==> config.mk <==
export PLATFORM = sky130hd
export DESIGN_NAME = gpio_port
export DESIGN_NICKNAME = d
export VERILOG_FILES = /design/src/core/pin_cell.v /design/src/core/pin_edge_detect.v /design/src/core/gpio_port.v
export VERILOG_INCLUDE_DIRS = /design/src /design/src/shared
export SDC_FILE = /design/constraint.sdc
export NUM_CORES = 1
export LEC_CHECK = 0
export BUFFER_PORTS_ARGS = -buffer_cell sky130_fd_sc_hd__buf_2
export CAP_MARGIN = 20
export CORE_AREA = 2 2 152 154
export CTS_BUF_LIST = sky130_fd_sc_hd__clkbuf_4 sky130_fd_sc_hd__clkbuf_8
export DETAILED_ROUTE_END_ITERATION = 10
export DIE_AREA = 0 0 154 156
export PLACE_DENSITY = 0.75
export RECOVER_POWER = 25
export SLEW_MARGIN = 20
export SYNTH_ARGS = -nofsm -noshare
export SYNTH_HDL_FRONTEND = slang
export SYNTH_SLANG_ARGS = --single-unit
==> constraint.sdc <==
create_clock -name ref_clk -period 7 [get_ports ref_clk]
set_input_delay 1.05 -clock ref_clk [delete_from_list [all_inputs] [get_ports ref_clk]]
set_output_delay 1.05 -clock ref_clk [all_outputs]
set_load 0.02 [all_outputs]
==> src/shared/gpio_port_defines.vh <==
// Constants for the pin routing and general purpose IO block
// ============================================================
`ifndef GPIO_PORT_DEFINES_VH
`define GPIO_PORT_DEFINES_VH

// ============================================================
// Register indices (byte address is four times the index)
`define IDX_CONTROL       16'hc006
`define IDX_OUT_LOW       16'hc01e
`define IDX_IN_LOW        16'hc020
`define IDX_DIR_LOW       16'hc022
`define IDX_OUT_HIGH      16'hc024
`define IDX_IN_HIGH       16'hc026
`define IDX_DIR_HIGH      16'hc028
`define IDX_IRQ_STATUS    16'hc0f0
`define IDX_IRQ_MASK      16'hc0f2

// ============================================================
// Control register fields
`define CTL_WRITE_PROTECT 15
`define CTL_TX_EXPORT     14
`define CTL_SS_REROUTE    11
`define CTL_MODE_HI       10
`define CTL_MODE_LO       8
`define CTL_FAST_EN       7
`define CTL_FAST_MEM      6
`define CTL_SPI_EN        5
`define CTL_SPI_MEM       4
`define CTL_PIN_INTERRUPT_ONE_RISE     3
`define CTL_PIN_INTERRUPT_ONE_EN       2
`define CTL_PIN_INTERRUPT_ZERO_RISE     1
`define CTL_PIN_INTERRUPT_ZERO_EN       0
`define CTL_WRITABLE      16'hcfff
`define CTL_RESET         16'h0000

// ============================================================
// Pin function codes, pin register reset value and fixed pin numbers
`define MODE_GPIO         3'h0
`define MODE_DRIVE_IF     3'h4
`define MODE_HOST_PORT    3'h5
`define MODE_SCAN         3'h6
`define PIN_REG_RESET     16'h0000
`define IRQ_PIN_ZERO      24
`define IRQ_PIN_ONE       25
`define TX_EXPORT_PIN     30
`define SS_ALT_PIN        15

// ============================================================
// Bus answers
`define RESP_OKAY         2'h0
`define RESP_SLVERR       2'h2

`endif

==> src/core/pin_cell.v <==
// One pin: chooses between GPIO registers and a routed peripheral
module pin_cell (
  input  wire gpio_data,
  input  wire gpio_dir,
  input  wire fn_claim,
  input  wire fn_out,
  input  wire fn_oe,
  output wire pin_out,
  output wire pin_oe
);

  // A claimed pin ignores its GPIO bits entirely
  assign pin_out = fn_claim ? fn_out : gpio_data;
  assign pin_oe  = fn_claim ? fn_oe  : gpio_dir;

endmodule

==> src/core/pin_edge_detect.v <==
// Edge detector for one pin interrupt source
module pin_edge_detect (
  input  wire ref_clk,
  input  wire arst_n,
  input  wire level,
  input  wire rise_sel,
  input  wire enable,
  output wire event_pulse
);

  reg last_ff;

  // ============================================================
  // Previous level, reset low so a high pin at release looks like a rise
  always @(posedge ref_clk or negedge arst_n) begin
    if (!arst_n) begin
      last_ff <= 1'b0;
    end else begin
      last_ff <= level;
    end
  end

  // Polarity picks which transition counts
  assign event_pulse = enable & (rise_sel ? (level & ~last_ff) : (~level & last_ff));

endmodule

==> src/core/gpio_port.v <==
// Pin routing and general purpose IO block with AXI4-Lite registers
//
// The AXI4-Lite register port was decided locally.
`include "gpio_port_defines.vh"

module gpio_port (
  input  wire        ref_clk,
  input  wire        arst_n,
  // AXI4-Lite slave
  input  wire [19:0] s_axi_awaddr,
  input  wire        s_axi_awvalid,
  output wire        s_axi_awready,
  input  wire [31:0] s_axi_wdata,
  input  wire [3:0]  s_axi_wstrb,
  input  wire        s_axi_wvalid,
  output wire        s_axi_wready,
  output wire [1:0]  s_axi_bresp,
  output wire        s_axi_bvalid,
  input  wire        s_axi_bready,
  input  wire [19:0] s_axi_araddr,
  input  wire        s_axi_arvalid,
  output wire        s_axi_arready,
  output wire [31:0] s_axi_rdata,
  output wire [1:0]  s_axi_rresp,
  output wire        s_axi_rvalid,
  input  wire        s_axi_rready,
  // Interrupt
  input  wire        cpu_gpio_irq_en,
  output wire        irq,
  // Pins
  input  wire [31:0] gpio_in,
  output wire [31:0] gpio_out,
  output wire [31:0] gpio_oe,
  // External memory data lines
  input  wire [15:0] memctl_out,
  input  wire [15:0] memctl_oe,
  input  wire [15:0] mem_data_in,
  output reg  [15:0] mem_data_out,
  output reg  [15:0] mem_data_oe,
  // Peripherals
  input  wire        usb_tx_enable,
  input  wire [3:0]  fast_serial_out,
  input  wire [3:0]  fast_serial_oe,
  output reg  [3:0]  fast_serial_in,
  input  wire [3:0]  spi_out,
  input  wire [3:0]  spi_oe,
  output reg  [3:0]  spi_pin_in,
  input  wire [21:0] mode_pin_out,
  input  wire [21:0] mode_pin_oe,
  output wire [21:0] mode_pin_in,
  output wire        drive_if_sel,
  output wire        host_port_interface_sel,
  output wire        scan_test_sel
);

  // ============================================================
  // Register state
  reg [15:0] ctl_ff;
  reg [15:0] out_low_ff;
  reg [15:0] out_high_ff;
  reg [15:0] dir_low_ff;
  reg [15:0] dir_high_ff;
  reg [31:0] in_ff;
  reg [1:0]  status_ff;
  reg [1:0]  mask_ff;

  // Bus state
  reg        aw_held_ff;
  reg [19:0] aw_addr_ff;
  reg        w_held_ff;
  reg [31:0] w_data_ff;
  reg [3:0]  w_strb_ff;
  reg        bvalid_ff;
  reg [1:0]  bresp_ff;
  reg        rvalid_ff;
  reg [1:0]  rresp_ff;
  reg [31:0] rdata_ff;

  // ============================================================
  // Address decode: index in bits 17:2, everything else must be zero
  localparam [3:0] SEL_NONE = 4'h0;
  localparam [3:0] SEL_CTL  = 4'h1;
  localparam [3:0] SEL_OL   = 4'h2;
  localparam [3:0] SEL_IL   = 4'h3;
  localparam [3:0] SEL_DL   = 4'h4;
  localparam [3:0] SEL_OH   = 4'h5;
  localparam [3:0] SEL_IH   = 4'h6;
  localparam [3:0] SEL_DH   = 4'h7;
  localparam [3:0] SEL_IST  = 4'h8;
  localparam [3:0] SEL_IMK  = 4'h9;

  function [3:0] decode;
    input [19:0] addr;
    begin
      decode = SEL_NONE;
      if (addr[19:18] == 2'h0 && addr[1:0] == 2'h0) begin
        case (addr[17:2])
          `IDX_CONTROL:    decode = SEL_CTL;
          `IDX_OUT_LOW:    decode = SEL_OL;
          `IDX_IN_LOW:     decode = SEL_IL;
          `IDX_DIR_LOW:    decode = SEL_DL;
          `IDX_OUT_HIGH:   decode = SEL_OH;
          `IDX_IN_HIGH:    decode = SEL_IH;
          `IDX_DIR_HIGH:   decode = SEL_DH;
          `IDX_IRQ_STATUS: decode = SEL_IST;
          `IDX_IRQ_MASK:   decode = SEL_IMK;
          default:         decode = SEL_NONE;
        endcase
      end
    end
  endfunction

  // ============================================================
  // Write channel: address and data taken in either order
  wire       aw_hs   = s_axi_awvalid & ~aw_held_ff & ~bvalid_ff;
  wire       w_hs    = s_axi_wvalid & ~w_held_ff & ~bvalid_ff;
  wire       have_aw = aw_held_ff | aw_hs;
  wire       have_w  = w_held_ff | w_hs;
  wire       do_wr   = have_aw & have_w & ~bvalid_ff;
  wire [19:0] wr_addr = aw_held_ff ? aw_addr_ff : s_axi_awaddr;
  wire [31:0] wr_data = w_held_ff ? w_data_ff : s_axi_wdata;
  wire [3:0]  wr_strb = w_held_ff ? w_strb_ff : s_axi_wstrb;
  wire [3:0]  wr_sel  = decode(wr_addr);

  assign s_axi_awready = ~aw_held_ff & ~bvalid_ff;
  assign s_axi_wready  = ~w_held_ff & ~bvalid_ff;
  assign s_axi_bvalid  = bvalid_ff;
  assign s_axi_bresp   = bresp_ff;

  // Per byte lane write enables
  wire we_lo = do_wr & wr_strb[0];
  wire we_hi = do_wr & wr_strb[1];

  always @(posedge ref_clk or negedge arst_n) begin
    if (!arst_n) begin
      aw_held_ff <= 1'b0;
      aw_addr_ff <= 20'h00000;
      w_held_ff  <= 1'b0;
      w_data_ff  <= 32'h00000000;
      w_strb_ff  <= 4'h0;
      bvalid_ff  <= 1'b0;
      bresp_ff   <= `RESP_OKAY;
    end else begin
      if (aw_hs && !do_wr) begin
        aw_held_ff <= 1'b1;
        aw_addr_ff <= s_axi_awaddr;
      end
      if (w_hs && !do_wr) begin
        w_held_ff <= 1'b1;
        w_data_ff <= s_axi_wdata;
        w_strb_ff <= s_axi_wstrb;
      end
      if (do_wr) begin
        aw_held_ff <= 1'b0;
        w_held_ff  <= 1'b0;
        bvalid_ff  <= 1'b1;
        bresp_ff   <= (wr_sel == SEL_NONE) ? `RESP_SLVERR : `RESP_OKAY;
      end else if (bvalid_ff && s_axi_bready) begin
        bvalid_ff <= 1'b0;
      end
    end
  end

  // ============================================================
  // Configuration registers
  // Write protect only guards the upper byte; it can only be left by reset
  wire ctl_upper_ok = ~ctl_ff[`CTL_WRITE_PROTECT];
  wire [15:0] ctl_wmask = `CTL_WRITABLE;

  always @(posedge ref_clk or negedge arst_n) begin
    if (!arst_n) begin
      ctl_ff      <= `CTL_RESET;
      out_low_ff  <= `PIN_REG_RESET;
      out_high_ff <= `PIN_REG_RESET;
      dir_low_ff  <= `PIN_REG_RESET;
      dir_high_ff <= `PIN_REG_RESET;
      mask_ff     <= 2'h0;
    end else begin
      if (wr_sel == SEL_CTL) begin
        if (we_lo) begin
          ctl_ff[7:0] <= wr_data[7:0] & ctl_wmask[7:0];
        end
        if (we_hi && ctl_upper_ok) begin
          // Reserved bits 13:12 are dropped; software should write zero
          ctl_ff[15:8] <= wr_data[15:8] & ctl_wmask[15:8];
        end
      end
      if (wr_sel == SEL_OL && we_lo) out_low_ff[7:0]   <= wr_data[7:0];
      if (wr_sel == SEL_OL && we_hi) out_low_ff[15:8]  <= wr_data[15:8];
      if (wr_sel == SEL_OH && we_lo) out_high_ff[7:0]  <= wr_data[7:0];
      if (wr_sel == SEL_OH && we_hi) out_high_ff[15:8] <= wr_data[15:8];
      if (wr_sel == SEL_DL && we_lo) dir_low_ff[7:0]   <= wr_data[7:0];
      if (wr_sel == SEL_DL && we_hi) dir_low_ff[15:8]  <= wr_data[15:8];
      if (wr_sel == SEL_DH && we_lo) dir_high_ff[7:0]  <= wr_data[7:0];
      if (wr_sel == SEL_DH && we_hi) dir_high_ff[15:8] <= wr_data[15:8];
      if (wr_sel == SEL_IMK && we_lo) mask_ff <= wr_data[1:0];
    end
  end

  // ============================================================
  // Pin sampling, one flop; inputs are already synchronous
  always @(posedge ref_clk or negedge arst_n) begin
    if (!arst_n) begin
      in_ff <= 32'h00000000;
    end else begin
      in_ff <= gpio_in;
    end
  end

  // ============================================================
  // Pin interrupts
  wire [1:0] irq_event;
  wire [1:0] irq_level = {in_ff[`IRQ_PIN_ONE], in_ff[`IRQ_PIN_ZERO]};
  wire [1:0] irq_rise  = {ctl_ff[`CTL_PIN_INTERRUPT_ONE_RISE], ctl_ff[`CTL_PIN_INTERRUPT_ZERO_RISE]};
  wire [1:0] irq_en    = {ctl_ff[`CTL_PIN_INTERRUPT_ONE_EN], ctl_ff[`CTL_PIN_INTERRUPT_ZERO_EN]};

  genvar k;
  generate
    for (k = 0; k < 2; k = k + 1) begin : g_irq
      pin_edge_detect u_edge (
        .ref_clk     (ref_clk),
        .arst_n      (arst_n),
        .level       (irq_level[k]),
        .rise_sel    (irq_rise[k]),
        .enable      (irq_en[k]),
        .event_pulse (irq_event[k])
      );
    end
  endgenerate

  // ============================================================
  // Read channel: one cycle latency, status cleared by its read
  wire       ar_hs  = s_axi_arvalid & ~rvalid_ff;
  wire [3:0] rd_sel = decode(s_axi_araddr);
  wire       st_clr = ar_hs & (rd_sel == SEL_IST);

  assign s_axi_arready = ~rvalid_ff;
  assign s_axi_rvalid  = rvalid_ff;
  assign s_axi_rresp   = rresp_ff;
  assign s_axi_rdata   = rdata_ff;

  // Sticky status: a new event beats a clearing read in the same cycle
  always @(posedge ref_clk or negedge arst_n) begin
    if (!arst_n) begin
      status_ff <= 2'h0;
    end else begin
      status_ff <= (status_ff & {2{~st_clr}}) | irq_event;
    end
  end

  // Software mask, then the processor GPIO enable gates the line
  assign irq = cpu_gpio_irq_en & |(status_ff & mask_ff);

  reg [15:0] nxt_rdata;

  // Read mux
  always @* begin
    case (rd_sel)
      SEL_CTL: nxt_rdata = ctl_ff;
      SEL_OL:  nxt_rdata = out_low_ff;
      SEL_IL:  nxt_rdata = in_ff[15:0];
      SEL_DL:  nxt_rdata = dir_low_ff;
      SEL_OH:  nxt_rdata = out_high_ff;
      SEL_IH:  nxt_rdata = in_ff[31:16];
      SEL_DH:  nxt_rdata = dir_high_ff;
      SEL_IST: nxt_rdata = {14'h0, status_ff};
      SEL_IMK: nxt_rdata = {14'h0, mask_ff};
      default: nxt_rdata = 16'h0000;
    endcase
  end

  always @(posedge ref_clk or negedge arst_n) begin
    if (!arst_n) begin
      rvalid_ff <= 1'b0;
      rresp_ff  <= `RESP_OKAY;
      rdata_ff  <= 32'h00000000;
    end else begin
      if (ar_hs) begin
        rvalid_ff <= 1'b1;
        rresp_ff  <= (rd_sel == SEL_NONE) ? `RESP_SLVERR : `RESP_OKAY;
        rdata_ff  <= {16'h0000, nxt_rdata};
      end else if (rvalid_ff && s_axi_rready) begin
        rvalid_ff <= 1'b0;
      end
    end
  end

  // ============================================================
  // Routing decode
  wire [2:0] mode      = ctl_ff[`CTL_MODE_HI:`CTL_MODE_LO];
  wire       fast_mem  = ctl_ff[`CTL_FAST_MEM];
  wire       fast_gpio = ctl_ff[`CTL_FAST_EN] & ~fast_mem;
  wire       spi_mem   = ctl_ff[`CTL_SPI_MEM];
  wire       spi_gpio  = ctl_ff[`CTL_SPI_EN] & ~spi_mem;
  wire       ss_move   = spi_gpio & ctl_ff[`CTL_SS_REROUTE];
  wire       tx_export = ctl_ff[`CTL_TX_EXPORT];

  // Reserved codes leave the pins as plain GPIO
  assign drive_if_sel            = (mode == `MODE_DRIVE_IF);
  assign host_port_interface_sel = (mode == `MODE_HOST_PORT);
  assign scan_test_sel           = (mode == `MODE_SCAN);
  wire   mode_active = drive_if_sel | host_port_interface_sel | scan_test_sel;

  // Mode group pins feed the selected function straight from the pins
  assign mode_pin_in = {gpio_in[24:19], gpio_in[15:0]};

  reg [31:0] fn_claim;
  reg [31:0] fn_out;
  reg [31:0] fn_oe;

  // Later assignments win: serial routes sit above the mode group
  always @* begin
    fn_claim = 32'h00000000;
    fn_out   = 32'h00000000;
    fn_oe    = 32'h00000000;
    if (mode_active) begin
      fn_claim[15:0]  = 16'hffff;
      fn_out[15:0]    = mode_pin_out[15:0];
      fn_oe[15:0]     = mode_pin_oe[15:0];
      fn_claim[24:19] = 6'h3f;
      fn_out[24:19]   = mode_pin_out[21:16];
      fn_oe[24:19]    = mode_pin_oe[21:16];
    end
    if (spi_gpio) begin
      fn_claim[8]  = 1'b1;
      fn_out[8]    = spi_out[0];
      fn_oe[8]     = spi_oe[0];
      fn_claim[11:10] = 2'h3;
      fn_out[11:10]   = spi_out[3:2];
      fn_oe[11:10]    = spi_oe[3:2];
      if (ss_move) begin
        fn_claim[`SS_ALT_PIN] = 1'b1;
        fn_out[`SS_ALT_PIN]   = spi_out[1];
        fn_oe[`SS_ALT_PIN]    = spi_oe[1];
      end else begin
        fn_claim[9] = 1'b1;
        fn_out[9]   = spi_out[1];
        fn_oe[9]    = spi_oe[1];
      end
    end
    if (fast_gpio) begin
      fn_claim[18:16] = 3'h7;
      fn_out[18:16]   = fast_serial_out[2:0];
      fn_oe[18:16]    = fast_serial_oe[2:0];
      fn_claim[26]    = 1'b1;
      fn_out[26]      = fast_serial_out[3];
      fn_oe[26]       = fast_serial_oe[3];
    end
    if (tx_export) begin
      fn_claim[`TX_EXPORT_PIN] = 1'b1;
      fn_out[`TX_EXPORT_PIN]   = usb_tx_enable;
      fn_oe[`TX_EXPORT_PIN]    = 1'b1;
    end
  end

  // ============================================================
  // Per pin output selection
  wire [31:0] gpio_data = {out_high_ff, out_low_ff};
  wire [31:0] gpio_dir  = {dir_high_ff, dir_low_ff};

  genvar p;
  generate
    for (p = 0; p < 32; p = p + 1) begin : g_pin
      pin_cell u_cell (
        .gpio_data (gpio_data[p]),
        .gpio_dir  (gpio_dir[p]),
        .fn_claim  (fn_claim[p]),
        .fn_out    (fn_out[p]),
        .fn_oe     (fn_oe[p]),
        .pin_out   (gpio_out[p]),
        .pin_oe    (gpio_oe[p])
      );
    end
  endgenerate

  // ============================================================
  // Memory data lines and serial inputs
  always @* begin
    mem_data_out = memctl_out;
    mem_data_oe  = memctl_oe;
    if (spi_mem) begin
      mem_data_out[11:8] = spi_out;
      mem_data_oe[11:8]  = spi_oe;
    end
    if (fast_mem) begin
      mem_data_out[15:12] = fast_serial_out;
      mem_data_oe[15:12]  = fast_serial_oe;
    end
  end

  // Idle serial inputs read high so a disconnected select stays inactive
  always @* begin
    spi_pin_in = 4'hf;
    if (spi_mem) begin
      spi_pin_in = mem_data_in[11:8];
    end else if (spi_gpio) begin
      spi_pin_in = gpio_in[11:8];
      if (ss_move) begin
        spi_pin_in[1] = gpio_in[`SS_ALT_PIN];
      end
    end
    fast_serial_in = 4'hf;
    if (fast_mem) begin
      fast_serial_in = mem_data_in[15:12];
    end else if (fast_gpio) begin
      fast_serial_in = {gpio_in[26], gpio_in[18:16]};
    end
  end

endmodule

==> results.toml <==
[status]
outcome = "finished clean"

[setup_path]
endpoint = "s_axi_rdata[7]$_DFFE_PN0P_"
crit_arrival_ns = 4.58
startpoint = "s_axi_araddr[11]"
r2r-start = "aw_held_ff$_DFFE_PN0P_"
worstRegToRegCells = 5
critPathKind = "in -> reg"
critPathSlowestCell = "nand4b_1"
crit_required_ns = 7.34
cp_cell_sequence = "buf_2, or4_1, nor2_1, a41o_2, nand4b_1, o311ai_1"
end_kind = "flop"
cp-start-kind = "input port"
critPathMaxFanout = 30
r2r-end = "ctl_ff[2]$_DFFE_PN0P_"
crit_family = "simple AND/OR/NAND/NOR gates"
critPathBufInv = 1
worstSetupPathDepth = 6
rrSetupSlack_ns = 3.50
cp_slowest_stage_delay_ns = 1.01

[worst_hold_path]
hp-class = "reg -> reg"

[route]
drt_wl_total_mm = 29.5
drcViolationCount = 0
dr_total_vias = 7895
initialDrtViolationCount = 498
first_pass_iters = 5
ant_nets = 0
vias_per_cell = 5.51
avgRoutedWirePerCell_um = 20.6

[clocking]
holdBufCountCts = 0
clk_path_buf_depth = 2
cts_max_level = 4
ctsRootBufferMaster = "clkbuf_8"
clk_pin_slew_ns = 0.10
cts_buffers = 17
cts-resized-gates = 0
post-cts-setup-buffers = 0
cts_tree = "done"
clkLatencyLatePin_ns = 0.46
cts_sinks = 176

[global_routing]
antenna_found_initial = 4
overflow = 0
grt_pass1_vias = 7550
grt_first_pass_wirelength_mm = 43.8
grt_max_degree = 106
grt.total_usage_pct = 24.1

[synth]
synth-edff-count = 0
synth_cells = 925
yosys_warnings = 0
synth_flop_cell = "dfrtp_1"
yosysMostFrequentCell = "mux2_2"
synthTopCellsByCount = "187 x mux2_2, 176 x dfrtp_1, 124 x buf_4"
async_reset_ff_share_pct = 100
synth_area_um2 = 10200
synth_top_area_share_pct = 43.4
synth.avg_cell_area_um2 = 11.0
synth.distinct_cells = 72
ys_seq_elements = 176
netlist_top_cells_area = "dfrtp_1 43%, mux2_2 21%, buf_4 9.2%, mux2i_1 3.4%, nand2_1 3.2%"
synth_top_cell_by_area = "dfrtp_1"
synth_seq_area_share_pct = 43.4

[power_and_ir_drop]
p_total_mw = 2.71
p_int_mw = 1.87
p_leak_nw = 5.62
vdd_drop_max_uv = 279
cellPowerDensity_nw_per_um2 = 232
p_sw_share_pct = 30.7
switchingPower_mw = 0.831
power_frac_clock_pct = 29.6
sequentialPowerShare_pct = 47.2
power.share.combinational_pct = 23.2

[die]
die_h_um = 156
core_area_um2 = 22400
rows = 55
die_area_um2 = 24000
start_util_pct = 45.4
die-width_um = 154
ioPinCount = 396

[timing]
fin_tns_setup_ns = 0
finalCritPeriodShare_pct = 60.5
relSlewSlack_pct = 25.7
fmax_ghz = 0.236
timing.final.crit_period_ns = 4.23
skew_ns = 0.0165
rsz0062_at_grt = "false"
slew_violations = 0
worstMarginPinSlew_ns = 1.11
setup_viol = 0
finalHoldViolations = 0

[layout]
layout-drive-gt1-share_pct = 48.2
final_nets = 1357
area_growth_pct = 14.6

[run]
max_cap_viol_count = 0

[placed_design]
gp_congestion = 0.850
hpwlAfterDp_mm = 21.9
portBuffers = 319
## per-stage QoR
stage | cell area (um2) | hold slack, ns | utilization [%] | setup WS (ns) | std cells
finish | 11600 | 0.430 | 52.0 | 2.77 | 1432
global route | 11600 | 0.451 | 52.0 | 2.61 | 1430
CTS | 11700 | 0.429 | 52.1 | 2.85 | 1430
detailed placement | 11200 | 0.410 | 50.1 | 2.35 | 1398
global placement | 11200 | 0.402 | 50.1 | 2.38 | 1398
floorplan | 10200 | 0.394 | - | 3.89 | 942
## power by group through the flow
stage	Combinational (mW)	Clock (mW)	Sequential, mW
floorplan	0.479	0	1.25
global route	0.685	0.857	1.30
CTS	0.632	0.819	1.28
global placement	0.617	0	1.29
finish	0.626	0.801	1.28
detailed placement	0.628	0	1.30
## registers in the layout, summed over array words and instances (netlist names)
name / cells
in_ff: 32
aw_addr_ff: 20
dir_high_ff: 16
dir_low_ff: 16
out_high_ff: 16
out_low_ff: 16
s_axi_rdata: 16
w_data_ff: 16
ctl_ff: 14
g_irq.u_edge.last_ff: 2
mask_ff: 2
status_ff: 2
w_strb_ff: 2
aw_held_ff: 1
s_axi_bresp: 1
s_axi_bvalid: 1
s_axi_rresp: 1
s_axi_rvalid: 1
w_held_ff: 1
## how the worst min path moves through the flow
| stage | startpoint | end | slack, ns | cells after the start |
|---|---|---|---|---|
| 4_1_cts | in_ff[24]$_DFF_PN0_ | g_irq[0].u_edge.last_ff$_DFF_PN0_ | 0.43 | 0 |
| 3_3_place_gp | in_ff[24]$_DFF_PN0_ | g_irq[0].u_edge.last_ff$_DFF_PN0_ | 0.40 | 0 |
| 5_1_grt | in_ff[24]$_DFF_PN0_ | g_irq[0].u_edge.last_ff$_DFF_PN0_ | 0.45 | 0 |
| 3_5_place_dp | in_ff[24]$_DFF_PN0_ | g_irq[0].u_edge.last_ff$_DFF_PN0_ | 0.41 | 0 |
| 6_report | in_ff[24]$_DFF_PN0_ | g_irq[0].u_edge.last_ff$_DFF_PN0_ | 0.43 | 0 |
| 2_1_floorplan | in_ff[24]$_DFF_PN0_ | g_irq[0].u_edge.last_ff$_DFF_PN0_ | 0.39 | 0 |
## cell usage in the layout, fill, tap and decap left out, drive strengths merged, types with 8 or more instances in the layout
cell type,Yosys,layout
a22oi,15,15
o21ai,33,33
inv,10,16
dfrtp,176,176
and3,10,10
o22ai,11,11
mux2,189,189
clkbuf,24,40
nor4,9,9
nor2b,8,8
a21oi,23,23
o22a,9,9
mux2i,35,35
nand2,86,86
nand3,10,10
buf,131,305
nor3,10,10
nor2,37,37
conb,1,18
## kinds of logic (layout without fill, tap and decap cells)
kind of cell | after synthesis | count (layout) | synth area share [%]
buf+inv | 165 | 368 | 10.7
simple gates | 218 | 218 | 11.8
flops | 176 | 176 | 43.4
other cells | 1 | 20 | 0.0369
compound gates | 141 | 141 | 9.65
mux | 224 | 224 | 24.4
## routing by layer
layer	vias up	GRT usage, %	share of wire, %
li1	3637	-	-
met1	3880	31.6	42
met2	328	39.9	48
met3	46	6.00	7.2
met4	4	6.28	2.0
met5	-	0	0.088
## final cells by class
cell class              count  area [um2]
fillers                  2025       10700
multi-input cells         601        4750
flip-flops and latches    176        4400
repair buffers            326        1630
well taps                 285         357
clock buffers              19         255
clock inverters            13         196
inverters                  10        37.5
diodes                      2        5.00
## worst register-to-register path: stages, from the launching register on
cell     delay [ns]
dfrtp_1        0.89
or3b_1         0.45
a22o_1         0.31
o31ai_2        0.66
and3_1         0.66
mux2_2         0.42
Note: power is estimated with default switching activity, not from simulation.
